### config.mk
export PLATFORM = sky130hd
export DESIGN_NAME = dual_interval_event_timer
export DESIGN_NICKNAME = d
export VERILOG_FILES = /design/src/verilog/dit_pkg.sv /design/src/verilog/dit_prescaler.sv /design/src/verilog/dit_event_sync.sv /design/src/verilog/dual_interval_event_timer.sv
export SDC_FILE = /design/constraint.sdc
export NUM_CORES = 1
export LEC_CHECK = 0
export BUFFER_PORTS_ARGS = -buffer_cell sky130_fd_sc_hd__buf_2
export CAP_MARGIN = 30
export CORE_ASPECT_RATIO = 1.4
export CORE_UTILIZATION = 24
export CTS_CLUSTER_DIAMETER = 100
export CTS_CLUSTER_SIZE = 10
export DETAILED_ROUTE_END_ITERATION = 8
export PLACE_DENSITY = 0.49
export SLEW_MARGIN = 10
export SYNTH_ARGS = -nofsm -noshare
export SYNTH_HDL_FRONTEND = slang
export SYNTH_SLANG_ARGS = --single-unit
### constraint.sdc
create_clock -name core_clk -period 3.33 [get_ports core_clk]
set_input_delay 0.4995 -clock core_clk [delete_from_list [all_inputs] [get_ports core_clk]]
set_output_delay 0.4995 -clock core_clk [all_outputs]
set_load 0.005 [all_outputs]
### src/verilog/dit_pkg.sv
package dit_pkg;

  // ----------------------------------------------------------------------
  // Register offsets
  // ----------------------------------------------------------------------
  localparam int          DIT_ADDR_W             = 12;
  localparam logic [11:0] DIT_TIMER0_CONTROL_OFS = 12'hFA0;
  localparam logic [11:0] DIT_TIMER1_CONTROL_OFS = 12'hFA8;
  localparam logic [11:0] DIT_CH0_COUNT_OFS      = 12'hFA2;
  localparam logic [11:0] DIT_CH0_PERIOD_OFS     = 12'hFA4;
  localparam logic [11:0] DIT_CH1_COUNT_OFS      = 12'hFAA;
  localparam logic [11:0] DIT_CH1_PERIOD_OFS     = 12'hFAC;
  localparam logic [11:0] DIT_OUT_ENABLE_OFS     = 12'hFB0;
  localparam logic [11:0] DIT_IRQ_FLAGS_OFS      = 12'hFB2;

  // ----------------------------------------------------------------------
  // Field positions and reset values
  // ----------------------------------------------------------------------
  localparam int         DIT_SEL_MSB     = 6;
  localparam int         DIT_SEL_LSB     = 4;
  localparam int         DIT_START_BIT   = 3;
  localparam int         DIT_RUN_BIT     = 2;
  localparam logic [7:0] DIT_CONTROL_RST = 8'h00;
  localparam logic [7:0] DIT_PERIOD_RST  = 8'hFF;
  localparam logic [7:0] DIT_COUNT_RST   = 8'h00;

  // ----------------------------------------------------------------------
  // Count pulse selection codes and divider exponents
  // ----------------------------------------------------------------------
  localparam logic [2:0] DIT_SEL_EXT_RISE = 3'h0;
  localparam logic [2:0] DIT_SEL_EXT_FALL = 3'h1;
  localparam logic [2:0] DIT_SEL_DIV_A    = 3'h4;
  localparam logic [2:0] DIT_SEL_DIV_B    = 3'h5;
  localparam logic [2:0] DIT_SEL_DIV_C    = 3'h6;
  localparam logic [2:0] DIT_SEL_DIV_D    = 3'h7;
  localparam int         DIT_CH0_EXP_A    = 10;
  localparam int         DIT_CH0_EXP_B    = 8;
  localparam int         DIT_CH0_EXP_C    = 6;
  localparam int         DIT_CH0_EXP_D    = 4;
  localparam int         DIT_CH1_EXP_A    = 12;
  localparam int         DIT_CH1_EXP_B    = 10;
  localparam int         DIT_CH1_EXP_C    = 8;
  localparam int         DIT_CH1_EXP_D    = 6;
  localparam int         DIT_DIV_W        = 12;

  // ----------------------------------------------------------------------
  // Timing
  // ----------------------------------------------------------------------
  localparam int DIT_READ_HOLD_CYCLES = 1;

  // ----------------------------------------------------------------------
  // Carriers
  // ----------------------------------------------------------------------
  typedef struct packed {
    logic                  wr;
    logic                  rd;
    logic [DIT_ADDR_W-1:0] addr;
    logic [7:0]            wdata;
  } dit_bus_t;

  typedef struct packed {
    logic [2:0] sel;
    logic       start;
    logic       run;
  } dit_ctrl_t;

endpackage : dit_pkg

### src/verilog/dit_prescaler.sv
`timescale 1ns/1ps
module dit_prescaler
  import dit_pkg::*;
#(
  parameter int DIV_W = DIT_DIV_W
) (
  input  wire logic             core_clk,
  input  wire logic             resetn,
  output logic      [DIV_W:1]   tick
);

  logic [DIV_W-1:0] div_reg;

  // Free running divider shared by both channels
  always_ff @(posedge core_clk or negedge resetn) begin
    if (!resetn) begin
      div_reg <= '0;
    end else begin
      div_reg <= div_reg + 1'b1;
    end
  end

  // One-cycle pulse every 2^k clocks
  for (genvar k = 1; k <= DIV_W; k++) begin : g_tick
    assign tick[k] = &div_reg[k-1:0];
  end

endmodule : dit_prescaler

### src/verilog/dit_event_sync.sv
`timescale 1ns/1ps
module dit_event_sync (
  input  wire logic core_clk,
  input  wire logic resetn,
  input  wire logic eventIn,
  output logic      riseEdge,
  output logic      fallEdge
);

  logic sync1_reg;
  logic sync2_reg;
  logic last_reg;

  // First stage feeds only the second stage
  always_ff @(posedge core_clk or negedge resetn) begin
    if (!resetn) begin
      sync1_reg <= 1'b0;
      sync2_reg <= 1'b0;
      last_reg  <= 1'b0;
    end else begin
      sync1_reg <= eventIn;
      sync2_reg <= sync1_reg;
      last_reg  <= sync2_reg;
    end
  end

  assign riseEdge = sync2_reg & ~last_reg;
  assign fallEdge = ~sync2_reg & last_reg;

endmodule : dit_event_sync

### src/verilog/dual_interval_event_timer.sv
// How it works
// - Channel 0 selects edges or four dividers
// - Channel 1 selects only four internal dividers
// - Start clears count and flag, then counts if run is high
// - Start bit clears itself after starting
// - Run low freezes count, high counts
// - Reset clears both mode registers
// - Count equals period: match sets flag
// - Each match inverts the output toggle
// - Start forces output toggle to zero
// - Output enable gates toggle onto pin
// - Reset clears enables and toggles
// - Interval is period plus one pulses
// - Matches repeat without software action
// - Period register is eight bits wide
// - Only channel 0 counts external edges
// - Period below count: run to overflow
// - Count read holds pulses one cycle
// - Pulse selection change acts at once
//
// The strobed register port is this design's own decision.
`timescale 1ns/1ps
module dual_interval_event_timer
  import dit_pkg::*;
#(
  parameter int DIV_W = DIT_DIV_W
) (
  input  wire logic       core_clk,
  input  wire logic       resetn,
  input  wire dit_bus_t   busReq,
  output logic      [7:0] rdData,
  input  wire logic       externalEventInput,
  output logic            ch0WavePin,
  output logic            ch1WavePin,
  output logic            ch0MatchIrqFlag,
  output logic            ch1MatchIrqFlag
);

  // ----------------------------------------------------------------------
  // Address helpers
  // ----------------------------------------------------------------------
  function automatic logic [DIT_ADDR_W-1:0] ctrlOfs(input int ch);
    ctrlOfs = (ch == 0) ? DIT_TIMER0_CONTROL_OFS : DIT_TIMER1_CONTROL_OFS;
  endfunction : ctrlOfs

  function automatic logic [DIT_ADDR_W-1:0] countOfs(input int ch);
    countOfs = (ch == 0) ? DIT_CH0_COUNT_OFS : DIT_CH1_COUNT_OFS;
  endfunction : countOfs

  function automatic logic [DIT_ADDR_W-1:0] periodOfs(input int ch);
    periodOfs = (ch == 0) ? DIT_CH0_PERIOD_OFS : DIT_CH1_PERIOD_OFS;
  endfunction : periodOfs

  // Decodes a selection code into this cycle's count pulse
  function automatic logic pulseOf(input int ch, input logic [2:0] sel,
                                   input logic [DIV_W:1] tk,
                                   input logic rise, input logic fall);
    logic p;
    p = 1'b0;
    if (ch == 0) begin
      unique case (sel)
        DIT_SEL_EXT_RISE: p = rise;
        DIT_SEL_EXT_FALL: p = fall;
        DIT_SEL_DIV_A:    p = tk[DIT_CH0_EXP_A];
        DIT_SEL_DIV_B:    p = tk[DIT_CH0_EXP_B];
        DIT_SEL_DIV_C:    p = tk[DIT_CH0_EXP_C];
        DIT_SEL_DIV_D:    p = tk[DIT_CH0_EXP_D];
        default:          p = 1'b0;
      endcase
    end else begin
      unique case (sel)
        DIT_SEL_DIV_A:    p = tk[DIT_CH1_EXP_A];
        DIT_SEL_DIV_B:    p = tk[DIT_CH1_EXP_B];
        DIT_SEL_DIV_C:    p = tk[DIT_CH1_EXP_C];
        DIT_SEL_DIV_D:    p = tk[DIT_CH1_EXP_D];
        // Edge codes are refused here: no external path to channel 1
        default:          p = 1'b0;
      endcase
    end
    pulseOf = p;
  endfunction : pulseOf

  // Count after one pulse: wrap after match, free overflow otherwise
  function automatic logic [7:0] nextCount(input logic [7:0] cnt,
                                           input logic [7:0] per);
    if (cnt == per) begin
      nextCount = DIT_COUNT_RST;
    end else begin
      nextCount = cnt + 8'h01;
    end
  endfunction : nextCount

  // ----------------------------------------------------------------------
  // Pulse sources
  // ----------------------------------------------------------------------
  logic [DIV_W:1] tick;
  logic           extRise;
  logic           extFall;

  dit_prescaler #(
    .DIV_W (DIV_W)
  ) u_prescaler (
    .core_clk (core_clk),
    .resetn   (resetn),
    .tick     (tick)
  );

  dit_event_sync u_event_sync (
    .core_clk (core_clk),
    .resetn   (resetn),
    .eventIn  (externalEventInput),
    .riseEdge (extRise),
    .fallEdge (extFall)
  );

  // ----------------------------------------------------------------------
  // State
  // ----------------------------------------------------------------------
  dit_ctrl_t  ctrl_reg    [2];
  logic [7:0] count_reg   [2];
  logic [7:0] period_reg  [2];
  logic [1:0] irq_reg;
  logic [1:0] toggle_reg;
  logic [1:0] outEn_reg;
  logic [1:0] cpPend_reg;
  logic [1:0] wave_reg;
  logic [7:0] rdData_reg;

  // ----------------------------------------------------------------------
  // Decode and per-channel strobes
  // ----------------------------------------------------------------------
  logic [1:0] ctrlWr;
  logic [1:0] periodWr;
  logic [1:0] countHold;
  logic [1:0] cp;
  logic [1:0] cpTake;
  logic [1:0] match_next;
  logic [1:0] doStart;
  logic       outEnWr;
  logic       irqWr;

  assign outEnWr = busReq.wr && (busReq.addr == DIT_OUT_ENABLE_OFS);
  assign irqWr   = busReq.wr && (busReq.addr == DIT_IRQ_FLAGS_OFS);

  always_comb begin
    for (int i = 0; i < 2; i++) begin
      ctrlWr[i]    = busReq.wr && (busReq.addr == ctrlOfs(i));
      periodWr[i]  = busReq.wr && (busReq.addr == periodOfs(i));
      // A count read freezes the counter for this cycle
      countHold[i] = busReq.rd && (busReq.addr == countOfs(i));
      // Live selection: a new code steers the very next pulse
      cp[i]        = pulseOf(i, ctrl_reg[i].sel, tick,
                             extRise, extFall);
      doStart[i]   = ctrl_reg[i].start;
      cpTake[i]    = ctrl_reg[i].run && !doStart[i] && !countHold[i]
                     && (cp[i] || cpPend_reg[i]);
      match_next[i] = cpTake[i]
                      && (nextCount(count_reg[i], period_reg[i])
                          == period_reg[i]);
    end
  end

  // ----------------------------------------------------------------------
  // Mode registers
  // ----------------------------------------------------------------------
  // Start is held one cycle, carried out, then dropped by itself
  always_ff @(posedge core_clk or negedge resetn) begin
    if (!resetn) begin
      for (int i = 0; i < 2; i++) begin
        ctrl_reg[i] <= '0;
      end
    end else begin
      for (int i = 0; i < 2; i++) begin
        if (ctrlWr[i]) begin
          ctrl_reg[i].sel   <= busReq.wdata[DIT_SEL_MSB:DIT_SEL_LSB];
          ctrl_reg[i].run   <= busReq.wdata[DIT_RUN_BIT];
          ctrl_reg[i].start <= busReq.wdata[DIT_START_BIT];
        end else if (doStart[i]) begin
          ctrl_reg[i].start <= 1'b0;
        end
      end
    end
  end

  // ----------------------------------------------------------------------
  // Period registers
  // ----------------------------------------------------------------------
  // Zero is accepted but makes no sense as a period
  always_ff @(posedge core_clk or negedge resetn) begin
    if (!resetn) begin
      for (int i = 0; i < 2; i++) begin
        period_reg[i] <= DIT_PERIOD_RST;
      end
    end else begin
      for (int i = 0; i < 2; i++) begin
        if (periodWr[i]) begin
          period_reg[i] <= busReq.wdata;
        end
      end
    end
  end

  // ----------------------------------------------------------------------
  // Held-off pulse
  // ----------------------------------------------------------------------
  // A pulse that lands on a read is applied in the next cycle
  always_ff @(posedge core_clk or negedge resetn) begin
    if (!resetn) begin
      cpPend_reg <= 2'h0;
    end else begin
      for (int i = 0; i < 2; i++) begin
        if (doStart[i] || !ctrl_reg[i].run) begin
          cpPend_reg[i] <= 1'b0;
        end else if (countHold[i]) begin
          cpPend_reg[i] <= cp[i] || cpPend_reg[i];
        end else begin
          cpPend_reg[i] <= 1'b0;
        end
      end
    end
  end

  // ----------------------------------------------------------------------
  // Count registers
  // ----------------------------------------------------------------------
  always_ff @(posedge core_clk or negedge resetn) begin
    if (!resetn) begin
      for (int i = 0; i < 2; i++) begin
        count_reg[i] <= DIT_COUNT_RST;
      end
    end else begin
      for (int i = 0; i < 2; i++) begin
        if (doStart[i]) begin
          count_reg[i] <= DIT_COUNT_RST;
        end else if (cpTake[i]) begin
          count_reg[i] <= nextCount(count_reg[i], period_reg[i]);
        end
      end
    end
  end

  // ----------------------------------------------------------------------
  // Match flags
  // ----------------------------------------------------------------------
  // A match in the clearing cycle survives, so no event is lost
  always_ff @(posedge core_clk or negedge resetn) begin
    if (!resetn) begin
      irq_reg <= 2'h0;
    end else begin
      for (int i = 0; i < 2; i++) begin
        if (match_next[i]) begin
          irq_reg[i] <= 1'b1;
        end else if (doStart[i] || (irqWr && busReq.wdata[i])) begin
          irq_reg[i] <= 1'b0;
        end
      end
    end
  end

  // ----------------------------------------------------------------------
  // Output toggles and enables
  // ----------------------------------------------------------------------
  always_ff @(posedge core_clk or negedge resetn) begin
    if (!resetn) begin
      toggle_reg <= 2'h0;
    end else begin
      for (int i = 0; i < 2; i++) begin
        if (doStart[i]) begin
          toggle_reg[i] <= 1'b0;
        end else if (match_next[i]) begin
          toggle_reg[i] <= ~toggle_reg[i];
        end
      end
    end
  end

  // Port setup before enabling is left to software
  always_ff @(posedge core_clk or negedge resetn) begin
    if (!resetn) begin
      outEn_reg <= 2'h0;
    end else if (outEnWr) begin
      outEn_reg <= busReq.wdata[1:0];
    end
  end

  // Pins lag the toggle by one clock so they leave a flop
  always_ff @(posedge core_clk or negedge resetn) begin
    if (!resetn) begin
      wave_reg <= 2'h0;
    end else begin
      wave_reg <= outEn_reg & toggle_reg;
    end
  end

  // ----------------------------------------------------------------------
  // Read port
  // ----------------------------------------------------------------------
  always_ff @(posedge core_clk or negedge resetn) begin
    if (!resetn) begin
      rdData_reg <= 8'h00;
    end else if (busReq.rd) begin
      unique case (busReq.addr)
        DIT_TIMER0_CONTROL_OFS:
          rdData_reg <= {1'b0, ctrl_reg[0].sel, ctrl_reg[0].start,
                         ctrl_reg[0].run, 2'b00};
        DIT_TIMER1_CONTROL_OFS:
          rdData_reg <= {1'b0, ctrl_reg[1].sel, ctrl_reg[1].start,
                         ctrl_reg[1].run, 2'b00};
        DIT_CH0_COUNT_OFS:  rdData_reg <= count_reg[0];
        DIT_CH1_COUNT_OFS:  rdData_reg <= count_reg[1];
        DIT_CH0_PERIOD_OFS: rdData_reg <= period_reg[0];
        DIT_CH1_PERIOD_OFS: rdData_reg <= period_reg[1];
        DIT_OUT_ENABLE_OFS: rdData_reg <= {6'h00, outEn_reg};
        DIT_IRQ_FLAGS_OFS:  rdData_reg <= {6'h00, irq_reg};
        // Unmapped addresses read as zero
        default:            rdData_reg <= 8'h00;
      endcase
    end else begin
      rdData_reg <= 8'h00;
    end
  end

  // ----------------------------------------------------------------------
  // Outputs
  // ----------------------------------------------------------------------
  assign rdData          = rdData_reg;
  assign ch0WavePin      = wave_reg[0];
  assign ch1WavePin      = wave_reg[1];
  assign ch0MatchIrqFlag = irq_reg[0];
  assign ch1MatchIrqFlag = irq_reg[1];

endmodule : dual_interval_event_timer

### Word-level counts from Yosys, hierarchy flattened

Index checks and enable logic that the tools add are counted.

| operators by class | value |
|---|---|
| reductions and logical operators | 42 |
| $add $sub $neg | 3 |
| equality and inequality tests | 21 |
| bitwise logic cells | 7 |
| mux-type cells | 24 |

Operators with widths:

| operator | count |
|---|---|
| == test 12 bit (second input constant) | 8 |
| one-hot mux 8 bit (8 select lines) | 1 |
| 2-to-1 mux 8 bit | 7 |
| == test 8 bit | 4 |
| == test 3 bit (second input constant) | 8 |
| logical AND 1 bit | 18 |
| adder 8 x 1 -> 8 bit (second input constant) | 2 |
| 2-to-1 mux 1 bit | 14 |
| adder 12 x 1 -> 12 bit (second input constant) | 1 |
| AND reduction 12 bit | 1 |
| nonzero test 2 bit | 6 |
| AND reduction 10 bit | 1 |
| AND reduction 8 bit | 1 |
| zero test 1 bit | 6 |
| logical OR 1 bit | 6 |
| one-hot mux 1 bit (6 select lines) | 1 |
| AND reduction 6 bit | 1 |
| NOT 1 bit | 4 |
| one-hot mux 1 bit (4 select lines) | 1 |
| AND reduction 4 bit | 1 |
| == test 3 x 1 -> 1 bit (second input constant) | 1 |
| zero test 3 bit | 1 |
| bitwise AND 1 bit | 2 |
| bitwise AND 2 bit | 1 |

| word-level totals | value |
|---|---|
| logic and storage cells | 119 |
| bits of input ports | 25 |
| output and inout port bits | 12 |
| register bits after elaboration | 75 |

### Logic depth before layout (Yosys ltp)

| logic depth | value |
|---|---|
| depth after elaboration | 8 |
| gate-level depth with buffers | 9 |
| gate-level depth less buffers | 8 |

### Hierarchy

Synthesis repeated with hierarchy kept, for this count alone.

| second synthesis, totals | value |
|---|---|
| cells, all modules | 436 |
| area, all modules | 4476.8 sq um |

Modules (own cells, without submodules):

| module | seq. area each (sq um) | instances | area an instance (sq um) | cells each |
|---|---|---|---|---|
| dual_interval_event_timer | 1521.5 | 1 | 3824.9 | 386 |
| dit_prescaler | 300.3 | 1 | 561.8 | 45 |
| dit_event_sync | 75.1 | 1 | 90.1 | 5 |

### Least setup slack after synthesis

OpenSTA, ideal clock, no wires.

| timing | value |
|---|---|
| path type | register -> register |
| from | register u_prescaler.div_reg[0] |
| to | register toggle_reg[1] |
| path slack | 832 ps |
| library setup time | 78 ps |
| data required time | 3252 ps |
| buffers on the path | 0 |
| period minus slack after synthesis | 2498 ps |
| arrival time | 2420 ps |
| cell stages (with the launch flop) | 9 |
| path through | dfrtp_1 > ha_1 > and3_1 > nand3_2 > o31a_1 > a21o_1 > or4b_1 > or4_1 > a21oi_1 |

| on the way | value |
|---|---|
| word-level cells in the longest chain between the ends | 6 |
| elaborated cells on any way between the ends | 9 |
| classes of those cells | mux: 1; reduce/logical: 8 |

Ends and longest elaborated chain:

| item | line | RTL |
|---|---|---|
| from (decl) | dit_prescaler.sv:12 | `logic [DIV_W-1:0] div_reg;` |
| from (signal assigned) | dit_prescaler.sv:19 | `div_reg <= div_reg + 1'b1;` |
| AND reduction 12 bit (tied with other cells) | dit_prescaler.sv:25 | `assign tick[k] = &div_reg[k-1:0];` |
| one-hot mux 1 bit (4 select lines) (*) | dual_interval_event_timer.sv:71 | `unique case (sel)` |
| logical OR 1 bit (*) | dual_interval_event_timer.sv:156 | `&& (cp[i] \|\| cpPend_reg[i]);` |
| logical AND 1 bit (*) | dual_interval_event_timer.sv:156 |  |
| logical AND 1 bit (*) | dual_interval_event_timer.sv:158 | `&& (nextCount(count_reg[i], period_reg[i])` |
| nonzero test 2 bit (no source line) (*) | - |  |
| to (signal, indexed assignment) | dual_interval_event_timer.sv:271 | `toggle_reg[i] <= ~toggle_reg[i];` |
| to (decl) | dual_interval_event_timer.sv:123 | `logic [1:0] toggle_reg;` |

Mark *: on every way between the ends. The rest lies on a longest branch, timed or not.
A chain may end at the register's enable or synchronous reset.

### Worst setup path in the final report

Ends and elaborated chain as after synthesis.

==> impl_metrics.tcl <==
set metrics [dict create \
    status "finished clean" \
    finClkSkew_ns 0.009237 \
    antenna_found_initial 0 \
    cts_root_buffer "clkbuf_16" \
    multi_input_area_um2 2146 \
    synth_top_area_cell "dfrtp_1" \
    startpoint_type "flip-flop" \
    grt_max_degree 76 \
    crit_chain "ha_1, and3_1, nand3_2, o31a_1, a21o_1, or4b_1, or4_1, a21oi_1" \
    ys_seq_elements 75 \
    slowest_delay_ns 0.59 \
    numPortBuffers 36 \
    synth_edf_count 0 \
    cp_slowest_cell "or4b_1" \
    yosysSeqAreaShare_pct 45.48 \
    slew_headroom_pct 43.46 \
    ir_drop_uv 172.5 \
    synth_cell_type_count 59 \
    fin_area_um2 4921 \
    cp_max_fo 5 \
    worstMarginPinSlew_ns 0.8473 \
    setup_viol 0 \
    dpl-instance-area_um2 4636 \
    hold_class "primary input to async pin" \
    ys.flop_type "dfrtp_1" \
    maxSlewViolCount 0 \
    post_cts_buffers 0 \
    reg2reg_from "u_prescaler.div_reg[0]" \
    yosysWarnings 0 \
    via_count 3310 \
    grt_use_total_pct 13.39 \
    globalplace.congestion 0.8943 \
    wirelength_um 11310 \
    crit_path_end_kind "flip-flop" \
    cts_tree "done" \
    power_density_nw_per_um2 379.6 \
    dp_slack_ns 0.5810 \
    std_cell_rows 56 \
    syn-num-nets 436 \
    grt_overflow_total 0 \
    fin_setup_tns_ns 0 \
    p_leak_nw 2.011 \
    arrival_ns 3.03 \
    setup_ws_ns 0.5566 \
    drcViolationCount 0 \
    synth_cells 408 \
    die_x_um 113.4 \
    seq_area_um2 1897 \
    fill_cells 1746 \
    grt_first_pass_wirelength_um 17880 \
    cts.sinks 75 \
    clkTransAtPathRegs_ns 0.06 \
    ys_top_cells_by_area "dfrtp_1 35%, dfstp_2 10%, mux2_2 6.2%, xnor2_1 5.3%, xor2_1 4.0%" \
    core_area_um2 16890 \
    worstPathRequired_ns 3.59 \
    drive_gt1_share_pct 23.45 \
    cts_resized 0 \
    rsz0062_at_grt "no" \
    htreeDepth 3 \
    vias_per_cell 4.839 \
    ctsHoldBuffers 0 \
    whs_ns 0.002917 \
    async_flop_share_pct 100.0 \
    drt-initial-drc-count 207 \
    netlist_area_um2 4170 \
    finalCritPeriodShare_pct 83.29 \
    num_antenna_cells 0 \
    total_power_w 0.001868 \
    synth_top_area_share_pct 35.40 \
    numCtsBuffers 9 \
    clk_latency_ns 0.34 \
    initial_core_util_pct 24.70 \
    die-area_um2 17910 \
    hold_violations 0 \
    max_freq_mhz 360.6 \
    clock_path_buffers 2 \
    drv_cap 0 \
    grt_pass1_vias 3252 \
    period_needed_ns 2.773 \
    crit_start "u_prescaler.div_reg[0]" \
    area.growth.synth_to_final_pct 18.00 \
    hpwl_um 8511 \
    ios 37 \
    fin_nets 475 \
    worstSetupPathType "flip-flop to flip-flop" \
    ant_nets 0 \
    wl_per_cell_um 16.53 \
    dr.pass1.iters 5 \
    avgSynthCellArea_um2 10.22 \
    die_y_um 158.0 \
]
==> cell families after synthesis <==
logic type | count (synthesis) | synth area share [%]
fa+ha+maj | 3 | 0.9002
simple gates | 134 | 17.85
buf+inv | 31 | 3.210
flops | 75 | 45.48
xor+xnor | 45 | 9.901
mux | 32 | 8.491
compound gates | 88 | 14.16
==> placed cells by master (no fill, tap or decap), types with 3 or more instances in the layout <==
cell type / count
and3_1: 3
nand2_1: 29
a31oi_1: 5
nand4_1: 9
a22oi_1: 12
clkbuf_1: 4
o21a_1: 3
o21ai_1: 4
clkbuf_16: 9
mux2_2: 23
a222oi_1: 7
nor2b_1: 4
o21ai_0: 10
xor2_1: 19
nor3_1: 3
dfrtp_1: 59
inv_1: 12
a21oi_1: 23
dfstp_2: 16
xnor2_1: 25
buf_4: 11
a21o_1: 5
mux2_1: 4
ha_1: 3
nand3_1: 12
buf_2: 35
and2_1: 5
o22ai_1: 5
nand3b_1: 9
and4_1: 4
nor2_1: 36
mux2i_1: 5
==> critical path: cells and delay by family, from the launching register on <==
family	cells	cell delay, ns
compound gates	3	0.71
fa+ha+maj	1	0.19
flops	1	0.38
simple gates	4	1.41
==> final timing paths <==
check | endpoint | slack [ns] | cells past startpoint
max | toggle_reg[1] | 0.56 | 8
min | u_prescaler.div_reg[10] | 0.003 | 1
max reg2reg | toggle_reg[1] | 0.56 | 8
min reg2reg | u_event_sync.sync2_reg | 0.35 | 0
max in group asynchronous | period_reg[7] | 2.72 | 2
min in group core_clk | u_event_sync.sync1_reg | 0.27 | 1
==> where the power goes <==
part / switching (W) / leakage [nW] / internal, W
clock: 0.000373 / 0.124 / 0.000503
sequential: 0.00000400 / 0.952 / 0.000917
combinational: 0.0000464 / 0.935 / 0.0000243
==> per-layer routing <==
metal | vias up | share of wire (%) | track usage, %
li1 | 1557 | - | -
met1 | 1629 | 40 | 15.48
met2 | 102 | 52 | 23.28
met3 | 22 | 4.0 | 2.680
met4 | 0 | 3.7 | 7.143
met5 | - | 0 | 0
==> cell type report <==
class,instances,area share [%]
multi-input combinational,302,43.61
sequential,75,38.55
tap,232,5.899
timing repair buffer,47,5.797
clock buffer,13,4.882
inverter,12,0.9153
clock inverter,3,0.3560
==> stage by stage <==
step / instances / util, %
2_1_floorplan: 408 / -
3_3_place_gp: 667 / 27.45
3_5_place_dp: 667 / 27.45
4_1_cts: 683 / 28.98
5_1_grt: 684 / 29.14
6_report: 684 / 29.14
==> synthesized netlist by cell type (all sizes together) (7+ instances only) <==
master   n
a22oi   12
inv     12
a21oi   23
nand3b   9
nor2    36
o21ai   14
dfstp   16
nand2   29
nand3   13
xor2    19
mux2    27
nand4    9
clkbuf  10
xnor2   26
buf      9
dfrtp   59
a222oi   7
Note: power is estimated with default switching activity, not from simulation.
